==> src/shared/bbl_pkg.sv <==
// constants, types and state carriers of the blanking and burst level block
package bbl_pkg;
   localparam int CLK_NS       = 20;
   localparam int LEB_NORM_NS  = 220;
   localparam int LEB_BURST_NS = 180;
   localparam int BLANK_MS     = 20;
   localparam int SPIKE_US     = 30;
   localparam int DET_MS       = 1;
   // least times round up to whole cycles
   localparam int LEB_NORM_CYC  = (LEB_NORM_NS + CLK_NS - 1) / CLK_NS;
   localparam int LEB_BURST_CYC = (LEB_BURST_NS + CLK_NS - 1) / CLK_NS;
   localparam int BLANK_CYC     = (BLANK_MS * 1000000) / CLK_NS;
   localparam int SPIKE_CYC     = (SPIKE_US * 1000) / CLK_NS;
   localparam int DET_CYC       = (DET_MS * 1000000) / CLK_NS;
   localparam int EXT_FULL      = 256;
   // detection count boundaries, fewer oscillations mean a larger capacitor
   localparam int DET_BND_HI   = 8;
   localparam int DET_BND_MID  = 64;
   localparam int DET_BND_LO   = 256;
   localparam int CNT_W        = 20;
   localparam int OSC_W        = 9;
   localparam int TRIM_W       = 4;

   typedef enum logic [1:0] {LVL_1V60, LVL_1V42, LVL_1V27, LVL_NONE} bbl_level_e;
   typedef enum logic [2:0] {
      OL_IDLE, OL_BLANK, OL_EXTEND, OL_SPIKE, OL_RESTART
   } bbl_ol_e;
   typedef enum logic [1:0] {DET_WAIT, DET_RUN, DET_DONE} bbl_det_e;

   typedef struct packed {
      logic             charge;
      logic             discharge;
      logic [OSC_W-1:0] count;
   } bbl_osc_s;

   typedef struct packed {
      bbl_ol_e           ol_st;
      logic [CNT_W-1:0]  ol_cnt;
      logic [CNT_W-1:0]  bu_cnt;
      logic              burst;
      logic              bias_on;
      bbl_det_e          det_st;
      logic [CNT_W-1:0]  det_cnt;
      bbl_level_e        level;
      logic              gate_q;
      logic [3:0]        leb_cnt;
      logic [TRIM_W-1:0] ontime;
      logic              cs_trip;
      logic              auto_restart;
   } bbl_main_s;
endpackage : bbl_pkg

==> src/rtl/bbl_ctrl.sv <==
// blanking timers, extension counter and burst level detection
`timescale 1ns/1ns
module bbl_ctrl #(
   parameter int unsigned BLANK_CYC = bbl_pkg::BLANK_CYC,
   parameter int unsigned DET_CYC   = bbl_pkg::DET_CYC
) (
   input  wire logic                        mclk_i,
   input  wire logic                        rst_n_i,
   input  wire logic                        ce_i,
   input  wire logic                        gate_on_i,
   input  wire logic                        cs_cmp_i,
   output logic                             cs_trip_o,
   output logic [bbl_pkg::TRIM_W-1:0]       csth_trim_o,
   output logic                             csth_burst_o,
   input  wire logic                        fb_above_4v5_i,
   input  wire logic                        fb_below_entry_i,
   input  wire logic                        burst_exit_i,
   input  wire logic                        wake_cmp_i,
   input  wire logic                        sleep_cmp_i,
   output logic                             burst_mode_o,
   output logic                             bias_on_o,
   input  wire logic                        extend_mode_i,
   input  wire logic                        upper_threshold_cmp_i,
   input  wire logic                        lower_threshold_cmp_i,
   output logic                             charge_switch_o,
   output logic                             discharge_switch_o,
   output logic                             extend_done_o,
   output logic                             auto_restart_o,
   input  wire logic                        supply_ok_i,
   input  wire logic                        protect_active_i,
   input  wire logic                        fb_det_high_i,
   input  wire logic                        fb_det_low_i,
   output logic                             detect_flipflop_o,
   output logic                             detect_discharge_switch_o,
   output bbl_pkg::bbl_level_e              burst_level_o,
   output logic                             level_valid_o
);
   bbl_pkg::bbl_main_s r;
   bbl_pkg::bbl_main_s next_r;
   logic                     ext_en;
   logic                     ext_full;
   logic                     det_en;
   logic                     det_clr;
   logic [bbl_pkg::OSC_W-1:0] det_count;
   logic                     gate_rise;

   // last cycle of a window of lim cycles
   function automatic logic cnt_hit(input logic [bbl_pkg::CNT_W-1:0] cnt,
                                    input int unsigned lim);
      return cnt == bbl_pkg::CNT_W'(lim - 1);
   endfunction : cnt_hit

   // fewer oscillations in the window mean a larger feedback capacitor
   function automatic bbl_pkg::bbl_level_e count_to_level(
      input logic [bbl_pkg::OSC_W-1:0] cnt);
      if (cnt < bbl_pkg::OSC_W'(bbl_pkg::DET_BND_HI)) begin
         return bbl_pkg::LVL_1V60;
      end else if (cnt < bbl_pkg::OSC_W'(bbl_pkg::DET_BND_MID)) begin
         return bbl_pkg::LVL_1V42;
      end else if (cnt < bbl_pkg::OSC_W'(bbl_pkg::DET_BND_LO)) begin
         return bbl_pkg::LVL_1V27;
      end else begin
         return bbl_pkg::LVL_NONE;
      end
   endfunction : count_to_level

   assign gate_rise = gate_on_i && !r.gate_q;
   // overload gone clears the extension counter at once
   assign ext_en  = (r.ol_st == bbl_pkg::OL_EXTEND) && fb_above_4v5_i;
   assign det_en  = (r.det_st == bbl_pkg::DET_RUN);
   assign det_clr = (r.det_st == bbl_pkg::DET_WAIT);

   bbl_osc_cnt u_ext_cnt (
      .mclk_i      (mclk_i),
      .rst_n_i     (rst_n_i),
      .ce_i        (ce_i),
      .clr_i       (!fb_above_4v5_i),
      .en_i        (ext_en),
      .upper_i     (upper_threshold_cmp_i),
      .lower_i     (lower_threshold_cmp_i),
      .charge_o    (charge_switch_o),
      .discharge_o (discharge_switch_o),
      .count_o     (),
      .full_o      (ext_full)
   );

   // detection reuses the same relaxation counter; its charge path is the
   // feedback pull-up, so only the discharge switch leaves the block
   bbl_osc_cnt u_det_cnt (
      .mclk_i      (mclk_i),
      .rst_n_i     (rst_n_i),
      .ce_i        (ce_i),
      .clr_i       (det_clr),
      .en_i        (det_en),
      .upper_i     (fb_det_high_i),
      .lower_i     (fb_det_low_i),
      .charge_o    (),
      .discharge_o (detect_discharge_switch_o),
      .count_o     (det_count),
      .full_o      ()
   );

   always_comb begin
      next_r        = r;
      next_r.gate_q = gate_on_i;

      // leading edge blanking and on-time for the dynamic threshold
      if (gate_rise) begin
         next_r.leb_cnt = r.burst ? 4'(bbl_pkg::LEB_BURST_CYC)
                                  : 4'(bbl_pkg::LEB_NORM_CYC);
         next_r.ontime  = '0;
      end else if (r.leb_cnt != 4'h0) begin
         next_r.leb_cnt = r.leb_cnt - 4'h1;
      end
      if (gate_on_i && !gate_rise && (r.ontime != '1)) begin
         // short on-time to the trip point means a steep slope
         next_r.ontime = r.ontime + 1'b1;
      end
      next_r.cs_trip = gate_on_i && !gate_rise && (r.leb_cnt == 4'h0)
                       && cs_cmp_i;

      // burst entry blanking
      if (r.burst) begin
         next_r.bu_cnt = '0;
         if (burst_exit_i) begin
            next_r.burst   = 1'b0;
            next_r.bias_on = 1'b1;
         end else if (wake_cmp_i) begin
            next_r.bias_on = 1'b1;
         end else if (sleep_cmp_i) begin
            next_r.bias_on = 1'b0;
         end
      end else if (!fb_below_entry_i || (r.level == bbl_pkg::LVL_NONE)
                   || (r.det_st != bbl_pkg::DET_DONE)) begin
         next_r.bu_cnt = '0;
      end else if (cnt_hit(r.bu_cnt, BLANK_CYC)) begin
         next_r.bu_cnt  = '0;
         next_r.burst   = 1'b1;
         next_r.bias_on = 1'b0;
      end else begin
         next_r.bu_cnt = r.bu_cnt + 1'b1;
      end

      // overload blanking, extension and spike blanking
      case (r.ol_st)
         bbl_pkg::OL_IDLE: begin
            next_r.ol_cnt = '0;
            if (fb_above_4v5_i) begin
               next_r.ol_st = bbl_pkg::OL_BLANK;
            end
         end
         bbl_pkg::OL_BLANK: begin
            if (cnt_hit(r.ol_cnt, BLANK_CYC)) begin
               next_r.ol_cnt = '0;
               // extension only on this path, never for burst entry
               next_r.ol_st  = extend_mode_i ? bbl_pkg::OL_EXTEND
                                             : bbl_pkg::OL_SPIKE;
            end else begin
               next_r.ol_cnt = r.ol_cnt + 1'b1;
            end
         end
         bbl_pkg::OL_EXTEND: begin
            next_r.ol_cnt = '0;
            if (ext_full) begin
               next_r.ol_st = bbl_pkg::OL_SPIKE;
            end
         end
         bbl_pkg::OL_SPIKE: begin
            if (cnt_hit(r.ol_cnt, bbl_pkg::SPIKE_CYC)) begin
               next_r.ol_cnt       = '0;
               next_r.ol_st        = bbl_pkg::OL_RESTART;
               next_r.auto_restart = 1'b1;
            end else begin
               next_r.ol_cnt = r.ol_cnt + 1'b1;
            end
         end
         bbl_pkg::OL_RESTART: begin
            next_r.ol_cnt = '0;
            // the restart cycle ends with the supply lockout dropping
            if (!supply_ok_i) begin
               next_r.ol_st        = bbl_pkg::OL_IDLE;
               next_r.auto_restart = 1'b0;
            end
         end
         default: begin
            next_r.ol_st = bbl_pkg::OL_IDLE;
         end
      endcase
      if (!fb_above_4v5_i && (r.ol_st != bbl_pkg::OL_RESTART)) begin
         next_r.ol_st  = bbl_pkg::OL_IDLE;
         next_r.ol_cnt = '0;
      end

      // burst level detection, once per power-on
      case (r.det_st)
         bbl_pkg::DET_WAIT: begin
            next_r.det_cnt = '0;
            if (supply_ok_i && !protect_active_i) begin
               next_r.det_st = bbl_pkg::DET_RUN;
            end
         end
         bbl_pkg::DET_RUN: begin
            if (cnt_hit(r.det_cnt, DET_CYC)) begin
               next_r.det_st = bbl_pkg::DET_DONE;
            end else begin
               next_r.det_cnt = r.det_cnt + 1'b1;
            end
         end
         bbl_pkg::DET_DONE: begin
            // restarts never detect again
            next_r.det_cnt = '0;
         end
         default: begin
            next_r.det_st = bbl_pkg::DET_WAIT;
         end
      endcase
      if ((r.det_st == bbl_pkg::DET_RUN)
          && (next_r.det_st == bbl_pkg::DET_DONE)) begin
         next_r.level = count_to_level(det_count);
      end
   end

   always_ff @(posedge mclk_i or negedge rst_n_i) begin
      if (!rst_n_i) begin
         r         <= '0;
         r.ol_st   <= bbl_pkg::OL_IDLE;
         r.det_st  <= bbl_pkg::DET_WAIT;
         r.level   <= bbl_pkg::LVL_NONE;
         r.bias_on <= 1'b1;
      end else if (ce_i) begin
         r <= next_r;
      end
   end

   assign cs_trip_o         = r.cs_trip;
   assign csth_trim_o       = r.ontime;
   assign csth_burst_o      = r.burst && (r.level != bbl_pkg::LVL_NONE);
   assign burst_mode_o      = r.burst;
   assign bias_on_o         = r.bias_on;
   assign extend_done_o     = ext_full;
   assign auto_restart_o    = r.auto_restart;
   assign detect_flipflop_o = detect_discharge_switch_o;
   assign burst_level_o     = r.level;
   assign level_valid_o     = (r.det_st == bbl_pkg::DET_DONE);

   // last count of the spike window, declared before the checks use it
   localparam logic [bbl_pkg::CNT_W-1:0] CNT_SPIKE_LAST =
      bbl_pkg::CNT_W'(bbl_pkg::SPIKE_CYC - 1);
endmodule : bbl_ctrl

==> src/rtl/bbl_osc_cnt.sv <==
// charge/discharge cycle counter for an external capacitor
`timescale 1ns/1ns
module bbl_osc_cnt (
   input  wire logic                      mclk_i,
   input  wire logic                      rst_n_i,
   input  wire logic                      ce_i,
   input  wire logic                      clr_i,
   input  wire logic                      en_i,
   input  wire logic                      upper_i,
   input  wire logic                      lower_i,
   output logic                           charge_o,
   output logic                           discharge_o,
   output logic [bbl_pkg::OSC_W-1:0]      count_o,
   output logic                           full_o
);
   bbl_pkg::bbl_osc_s r;
   bbl_pkg::bbl_osc_s next_r;
   logic              full;

   assign full = (r.count == bbl_pkg::OSC_W'(bbl_pkg::EXT_FULL));

   always_comb begin
      next_r = r;
      if (clr_i) begin
         next_r = '0;
      end else if (!en_i) begin
         // count held so the owner can read it after the window
         next_r.charge    = 1'b0;
         next_r.discharge = 1'b0;
      end else if (r.discharge) begin
         if (lower_i) begin
            next_r.discharge = 1'b0;
            next_r.charge    = !full;
         end
      end else if (!full) begin
         next_r.charge = 1'b1;
         if (upper_i) begin
            next_r.count     = r.count + 1'b1;
            next_r.charge    = 1'b0;
            next_r.discharge = 1'b1;
         end
      end else begin
         next_r.charge = 1'b0;
      end
   end

   always_ff @(posedge mclk_i or negedge rst_n_i) begin
      if (!rst_n_i) begin
         r <= '0;
      end else if (ce_i) begin
         r <= next_r;
      end
   end

   assign charge_o    = r.charge;
   assign discharge_o = r.discharge;
   assign count_o     = r.count;
   assign full_o      = full;
endmodule : bbl_osc_cnt

==> config.mk <==
export PLATFORM = sky130hd
export DESIGN_NAME = bbl_ctrl
export DESIGN_NICKNAME = d
export VERILOG_FILES = /design/src/shared/bbl_pkg.sv /design/src/rtl/bbl_ctrl.sv /design/src/rtl/bbl_osc_cnt.sv
export SDC_FILE = /design/constraint.sdc
export NUM_CORES = 1
export LEC_CHECK = 0
export ABC_AREA = 1
export BUFFER_PORTS_ARGS = -buffer_cell sky130_fd_sc_hd__buf_2
export CAP_MARGIN = 20
export CORE_ASPECT_RATIO = 0.75
export CORE_UTILIZATION = 60
export CTS_CLUSTER_SIZE = 25
export DETAILED_ROUTE_END_ITERATION = 8
export GPL_TIMING_DRIVEN = 1
export PLACE_DENSITY = 0.83
export SETUP_SLACK_MARGIN = 0.2
export SLEW_MARGIN = 10
export SYNTH_ARGS = -nofsm -noshare
export SYNTH_HDL_FRONTEND = slang
export SYNTH_SLANG_ARGS = --single-unit
==> constraint.sdc <==
create_clock -name mclk_i -period 2 [get_ports mclk_i]
set_input_delay 0.3 -clock mclk_i [delete_from_list [all_inputs] [get_ports mclk_i]]
set_output_delay 0.3 -clock mclk_i [all_outputs]
set_load 0.01 [all_outputs]
==> qor.yml, run 1 <==
layout:
  diodes_inserted: 0
  finish.net_count: 1005
  layout-drive-gt1-share: 0.124
  synthToLayoutAreaGrowth_pct: 12.4
die:
  chipHeight_um: 91.7
  std_cell_rows: 32
  die_footprint_um2: 11200
  top_level_ports: 34
  die_width_um: 122
  floorplan.initialDensity: 0.621
  fp.coreArea_um2: 10400
synth:
  most_area_consuming_cells_after_synthesis: "sky130_fd_sc_hd__dfrtp_1, sky130_fd_sc_hd__nand2_1, sky130_fd_sc_hd__nor2_1"
  synthesis.yosys.warnings: 0
  netlist_top_cells_count: "sky130_fd_sc_hd__nand2_1, sky130_fd_sc_hd__nor2_1, sky130_fd_sc_hd__inv_1"
  async_flop_share: 1.00
  number_of_instances_in_the_synthesized_netlist: 940
  synth_compound_gate_area_share: 0.0788
  syn_area_per_cell_um2: 6.85
  yosys.area_share.adder: 0.0175
  post-synth-top-count-cell: "sky130_fd_sc_hd__nand2_1"
  synth.mux.area_fraction: 0.00155
  synth.net_count: 966
  synth.cell_area_um2: 6440
  post_synth_edffs: 0
  synthXorXnorAreaFrac: 0.0367
  yosys.area_share.simple: 0.381
  postSynth.topFlopCell: "sky130_fd_sc_hd__dfrtp_1"
  synth-seq-area-share: 0.393
  yosys.area.top_type: "sky130_fd_sc_hd__dfrtp_1"
  netlist.area_leader.share: 0.381
  ys_ff_latch: 101
  synth_top_family_by_area: "simple AND/OR/NAND/NOR gates"
  number_of_distinct_standard_cells_referenced_by_the_synthesized_netlist: 40
critical_path:
  path_class: "flip-flop to primary output"
  crit_start: "u_ext_cnt.count_o[0]"
  critPathLaunchType: "flip-flop"
  reg2reg_setup_slack_ps: 310
  worstSetupEndpointType: "primary output"
  timing.critical_path.fanout_max: 4
  crit-reg2reg-capture: "r[13]"
  critical_path.endpoint: "extend_done_o"
  worst_ep_required_time_ps: 1700
  reg2regPathDepth: 9
  cp.arrival_ps: 1470
  crit-reg2reg-launch: "r[14]"
global_route:
  globalRoute.totalOverflow: 0
  number_of_global_route_vias_before_repair: 5433
  largest_net_degree_at_the_start_of_global_routing: 43
  global_route.usage.total: 0.286
  first_pass_grt_wire_length_um: 25400
  antenna_found_initial: 0
clock_network:
  cts_inserted_buffers: 9
  path_clk_slew_ps: 70
  clk_latency_ps: 350
  buffer_levels_on_the_longest_clock_path: 2
  clockRootBuffer: "sky130_fd_sc_hd__clkbuf_16"
  clkSinkCount: 101
  ctsHtreeMaxLevel: 3
  tritoncts: "yes"
sta:
  final-max-slew-violation-count: 0
  timing.final.hold_violations: 0
  rsz0062_at_grt: "true"
  skew_ps: 9.03
  timing_worst_slew_pin_value_ps: 485
  timing.final.ws_setup_ps: 226
  setup-violations-final: 0
  f_max_ghz: 0.564
  hold-worst-slack_ps: 195
  max_slew_margin: 0.674
  totalNegativeSetupSlack_ps: 0
  post_layout_min_period_ps: 1770
  layout_worst_path_cycle_share: 0.887
drt:
  drt-vias-per-instance: 5.51
  drt_pass1_iterations: 6
  detailroute.via_count: 6169
  drt_drc_violations_left: 0
  drt-total-wl_um: 15300
  detailedRoute.firstIterationViolations: 697
  postRouteAntennaNets: 0
  detail_route.wl_per_cell_um: 13.7
placed_design:
  post_place_setup_slack_ps: 72.6
  dp_hpwl_um: 10800
  gpl.final_weighted_congestion: 0.956
  port-buffer-count: 33
power:
  power_density_nw_per_um2: 766
  power.share.sequential: 0.450
  clock_power_share: 0.336
  switching_share: 0.320
  irDropWorstVdd_mv: 0.511
  combinational_share_of_power: 0.214
  power.leakage_nw: 3.36
  total_power_mw: 5.55
  p_sw_mw: 1.78
  internal_power_mw: 3.77
hold_path:
  hold_path.class: "input port to flip-flop"
job:
  drv.max_cap_violation_count: 0
run_status:
  outcome: "finished clean"
-- critical path, stage by stage, from the launching register on --
cell	delay, ps
sky130_fd_sc_hd__dfrtp_1	380
sky130_fd_sc_hd__inv_1	60
sky130_fd_sc_hd__ha_1	140
sky130_fd_sc_hd__nand2_1	80
sky130_fd_sc_hd__nor3_2	190
sky130_fd_sc_hd__nand2_2	100
sky130_fd_sc_hd__inv_2	80
sky130_fd_sc_hd__buf_6	100
-- sequential cells by signal (all words and copies together), names as in the netlist --
name	cells
r	70
u_det_cnt.count_o	9
u_ext_cnt.count_o	9
csth_trim_o	4
burst_level_o	2
auto_restart_o	1
bias_on_o	1
burst_mode_o	1
cs_trip_o	1
u_det_cnt.discharge_o	1
u_ext_cnt.charge_o	1
u_ext_cnt.discharge_o	1
-- power groups by stage --
stage | Clock, mW | Sequential, mW | Combinational (mW)
detailed placement | 0 | 2.51 | 1.04
floorplan | 0 | 2.47 | 0.778
global route | 1.98 | 2.52 | 1.36
global placement | 0 | 2.51 | 1.00
finish | 1.87 | 2.50 | 1.19
CTS | 1.89 | 2.48 | 1.07
-- how the worst min path moves through the flow --
| stage | slack [ps] | start | cells past startpoint | end |
|---|---|---|---|---|
| floorplan | 4 | rst_n_i | 0 | auto_restart_o |
| global placement | 260 | rst_n_i | 1 | u_ext_cnt.count_o[8] |
| detailed placement | 260 | rst_n_i | 1 | u_ext_cnt.count_o[2] |
| CTS | 190 | gate_on_i | 3 | r[10] |
| global route | 230 | ce_i | 3 | u_det_cnt.discharge_o |
| finish | 200 | gate_on_i | 3 | r[10] |
-- stage by stage --
stage | instances | instance area, µm² | util
after floorplan | 940 | 6440 | -
final | 1120 | 7240 | 0.699
after detailed placement | 1095 | 6730 | 0.649
after global routing | 1120 | 7240 | 0.699
after global placement | 1095 | 6730 | 0.649
after CTS | 1114 | 7070 | 0.682
-- layout by cell type, fill, tap and decap left out, types with 8 or more instances in the layout --
master	count
sky130_fd_sc_hd__nand2_1	265
sky130_fd_sc_hd__nor2_1	127
sky130_fd_sc_hd__inv_1	106
sky130_fd_sc_hd__dfrtp_1	97
sky130_fd_sc_hd__nand3_1	76
sky130_fd_sc_hd__o21ai_0	47
sky130_fd_sc_hd__buf_2	31
sky130_fd_sc_hd__a21oi_1	30
sky130_fd_sc_hd__nor3_1	27
sky130_fd_sc_hd__nand4_1	24
sky130_fd_sc_hd__buf_4	18
sky130_fd_sc_hd__xor2_1	17
sky130_fd_sc_hd__xnor2_1	10
sky130_fd_sc_hd__nor2_2	9
sky130_fd_sc_hd__clkbuf_16	9
sky130_fd_sc_hd__o21ai_1	8
-- cell type report --
| cell class | count | area (µm²) |
|---|---|---|
| flip-flops and latches | 101 | 2530 |
| inverters | 114 | 440 |
| clock buffers | 12 | 236 |
| well taps | 136 | 170 |
| fillers | 835 | 3130 |
| repair buffers | 53 | 352 |
| clock inverters | 4 | 73.8 |
| multi-input cells | 700 | 3440 |
-- kinds of logic after synthesis --
kind of cell / Yosys count
DFF: 101
xor gates and xnor gates: 27
adders and majority gates: 9
and+or+nand+nor: 566
muxes: 1
buffers and inverters: 140
AOI/OAI and AO/OA: 96
-- metal layers --
| metal | routed length [µm] | vias to the layer above | track usage |
|---|---|---|---|
| met3 | 995 | 21 | 0.0547 |
| met4 | 209 | 0 | 0.0844 |
| met2 | 6730 | 215 | 0.431 |
| li1 | - | 3059 | - |
| met1 | 7390 | 2874 | 0.414 |
| met5 | 0 | - | 0 |
-- timing repair --
item / CTS / global route
buffers inserted: 2 / 5
gates resized for setup: 3 / 33
endpoints found under the setup margin: 15 / 74
pin swaps: 0 / 5
endpoints found under the hold margin: 27 / 0
hold buffers: 1 / 0
cloned: 0 / 1
No activity file was read; power rests on OpenSTA's default activity.
==> run 2: changes to the inputs <==
==> constraint.sdc (replaced) <==
create_clock -name mclk_i -period 2 [get_ports mclk_i]
set_input_delay 0.2 -clock mclk_i [delete_from_list [all_inputs] [get_ports mclk_i]]
set_output_delay 0.2 -clock mclk_i [all_outputs]
set_load 0.01 [all_outputs]
==> run 2 against run 1 <==
  * Clock skew about the same
  * Cell count up 0.27%
  * Fmax down 3.0%
  * First-iteration DRC count down 23%
  * Sequential cell count unchanged
  * Clock-buffer cell count down 1
  * Core utilization down 0.42 points
  * Die area unchanged
  * Combinational power about the same
==> qor.yml, run 2 (synthesis results as in run 1) <==
critical_path:
  critPathMostFrequentCell: "sky130_fd_sc_hd__nand2_1"
  worstSetupEndpointType: "flip-flop"
  reg2regPathDepth: 11  # +2
  worst_ep_required_time_ps: 2300  # +600 ps
  critical_path.cell_chain: "inv_1, ha_1, nand2_1, nor3_1, nand2_1, nand2_1, nor2_4, buf_4, o21ai_2, nand2_1, nand2_1"
  cp.arrival_ps: 2130  # +660 ps
  cpMaxStageDelayCell: "sky130_fd_sc_hd__dfrtp_1"
  max_stage_delay_ps: 430  # +50 ps
  crit-reg2reg-launch: "u_ext_cnt.count_o[0]"
  timing.critical_path.fanout_max: 5  # +1
  path_class: "flip-flop to flip-flop"
  reg2reg_setup_slack_ps: 170  # -140 ps
  critPathLaunchType: "flip-flop"
  crit-reg2reg-capture: "u_ext_cnt.count_o[0]"
layout:
  largest_register: "r"
  finish.net_count: 1008  # +0.30%
  largest_register_ff_count: 70  # unchanged
  fillCellCount: 842  # +0.84%
  diodes_inserted: 0  # unchanged
  synthToLayoutAreaGrowth_pct: 11.7
  mostFrequentLayoutCell: "sky130_fd_sc_hd__nand2_1"
  sequential_cell_area_um2: 2530  # unchanged
  multiInputGateArea_um2: 3430  # -0.36%
  finish.cell_count_without_fillers: 1123  # +0.27%
  layout-drive-gt1-share: 0.126  # +0.00165
  commonest_cells_after_routing_fill_and_taps_aside: "sky130_fd_sc_hd__nand2_1, sky130_fd_sc_hd__nor2_1, sky130_fd_sc_hd__inv_1"
drt:
  drt-vias-per-instance: 5.49  # -0.32%
  detailroute.via_count: 6166  # -0.049%
  drt_pass1_iterations: 5  # -1
  detailedRoute.firstIterationViolations: 535  # -23%
  postRouteAntennaNets: 0  # unchanged
  detail_route.wl_per_cell_um: 13.5  # -1.6%
  drt-total-wl_um: 15100  # -1.4%
  drt_drc_violations_left: 0  # unchanged
job:
  drv.max_cap_violation_count: 0  # unchanged
sta:
  post_layout_min_period_ps: 1830  # +55.7 ps
  totalNegativeSetupSlack_ps: 0  # unchanged
  final-max-slew-violation-count: 0  # unchanged
  max_slew_margin: 0.677  # +0.00313
  f_max_ghz: 0.546  # -3.0%
  skew_ps: 9.15  # +0.117 ps
  timing.final.hold_violations: 0  # unchanged
  timing_worst_slew_pin_value_ps: 480  # -4.65 ps
  layout_worst_path_cycle_share: 0.915  # +0.0279
  rsz0062_at_grt: "true"
  setup-violations-final: 0  # unchanged
clock_network:
  tritoncts: "yes"
  path_clk_slew_ps: 70  # about the same
  clk_latency_ps: 350  # about the same
  buffer_levels_on_the_longest_clock_path: 2  # unchanged
  clkSinkCount: 101  # unchanged
  clockRootBuffer: "sky130_fd_sc_hd__clkbuf_16"
  ctsHtreeMaxLevel: 3  # unchanged
  cts_inserted_buffers: 9  # unchanged
placed_design:
  numPlacedInstances: 1096  # +0.091%
  dp_hpwl_um: 10700  # -0.95%
  port-buffer-count: 33  # unchanged
  gpl.final_weighted_congestion: 0.949  # -0.73%
hold_path:
  min-delay-start: "gate_on_i"
  min_to: "r[10]"
  holdPathStages: 3  # unchanged
  hold_path.class: "input port to flip-flop"
global_route:
  global_route.usage.total: 0.282  # -0.00395
  largest_net_degree_at_the_start_of_global_routing: 37  # -14%
  number_of_global_route_vias_before_repair: 5470  # +0.68%
  antenna_found_initial: 0  # unchanged
  first_pass_grt_wire_length_um: 25200  # -0.84%
  globalRoute.totalOverflow: 0  # unchanged
run_status:
  outcome: "finished clean"
die:
  floorplan.initialDensity: 0.621  # unchanged
  std_cell_rows: 32  # unchanged
  die_footprint_um2: 11200  # unchanged
  top_level_ports: 34  # unchanged
  die_width_um: 122  # unchanged
  chipHeight_um: 91.7  # unchanged
  fp.coreArea_um2: 10400  # unchanged
power:
  power.share.sequential: 0.462  # +0.012
  clock_power_share: 0.322  # -0.014
  combinational_share_of_power: 0.216  # +0.002
  power_density_nw_per_um2: 746  # -2.6%
  power.leakage_nw: 3.34  # -0.58%
  irDropWorstVdd_mv: 0.547  # +7.1%
  p_sw_mw: 1.79  # +0.98%
  switching_share: 0.334  # +0.0138
  internal_power_mw: 3.58  # -5.1%
## run 2: cell types whose count changed in the layout (fill, tap and decap cells not counted), sizes merged
cell / delta
bufinv: -2
clkbuf: -1
clkinvlp: +2
inv: +2
nor2: +1
o21ai: +1
## run 2: worst max-delay path: cells and delay by family (launching register included)
family	cells	cell delay (ps)
compound gates	1	250
simple gates	7	720
buf+inv	2	220
flops	1	430
fa+ha+maj	1	150
## run 2: layout make-up
cell class,count,area share
multi-input combinational,702,0.476
clock inverter,5,0.00556
timing repair buffer,53,0.0462
clock buffer,11,0.0351
timing repair inverter,1,0.000695
inverter,114,0.0612
sequential,101,0.352
tap,136,0.0236
## run 2: power groups by stage
| stage | clock network, mW | registers [mW] | logic (mW) |
|---|---|---|---|
| 2_1_floorplan | 0 | 2.47 | 0.778 |
| 3_5_place_dp | 0 | 2.51 | 1.03 |
| 5_1_grt | 1.85 | 2.51 | 1.33 |
| 4_1_cts | 1.77 | 2.48 | 1.05 |
| 6_report | 1.73 | 2.48 | 1.16 |
| 3_3_place_gp | 0 | 2.51 | 1.01 |
## run 2: worst max path at each step
stage	start	endpoint	slack, ps
global route	u_ext_cnt.count_o[0]	u_ext_cnt.count_o[6]	80
detailed placement	r[57]	r[65]	90
CTS	u_ext_cnt.count_o[0]	u_ext_cnt.count_o[4]	200
finish	u_ext_cnt.count_o[0]	u_ext_cnt.count_o[0]	170
floorplan	r[13]	r[14]	400
global placement	r[57]	r[66]	230
## run 2: repair_timing
item                                   CTS  global route
hold buffers                             1             0
resized for setup                        1            32
pin swaps                                0             6
endpoints found under the hold margin   22             0
setup endpoints to repair               12            70
cloned                                   0             4
setup buffers                            0             6
## run 2: per-stage QoR
stage / worst slack, ps / util / hold slack [ps] / power, mW / instance area, µm²
after floorplan: 402 / - / -95.6 / 3.24 / 6440
after global placement: 233 / 0.649 / 140 / 3.51 / 6730
after detailed placement: 90.7 / 0.649 / 138 / 3.54 / 6730
after CTS: 202 / 0.678 / 98.8 / 5.30 / 7030
after global routing: 75.8 / 0.694 / 113 / 5.70 / 7200
final: 170 / 0.694 / 104 / 5.37 / 7200
## run 2: layer usage
layer  wire length, µm  track usage  part of all wire
met4               174       0.0689             0.012
met3               884       0.0634             0.059
met2              6700        0.436              0.44
met5                 0            0                 0
met1              7360        0.399              0.49
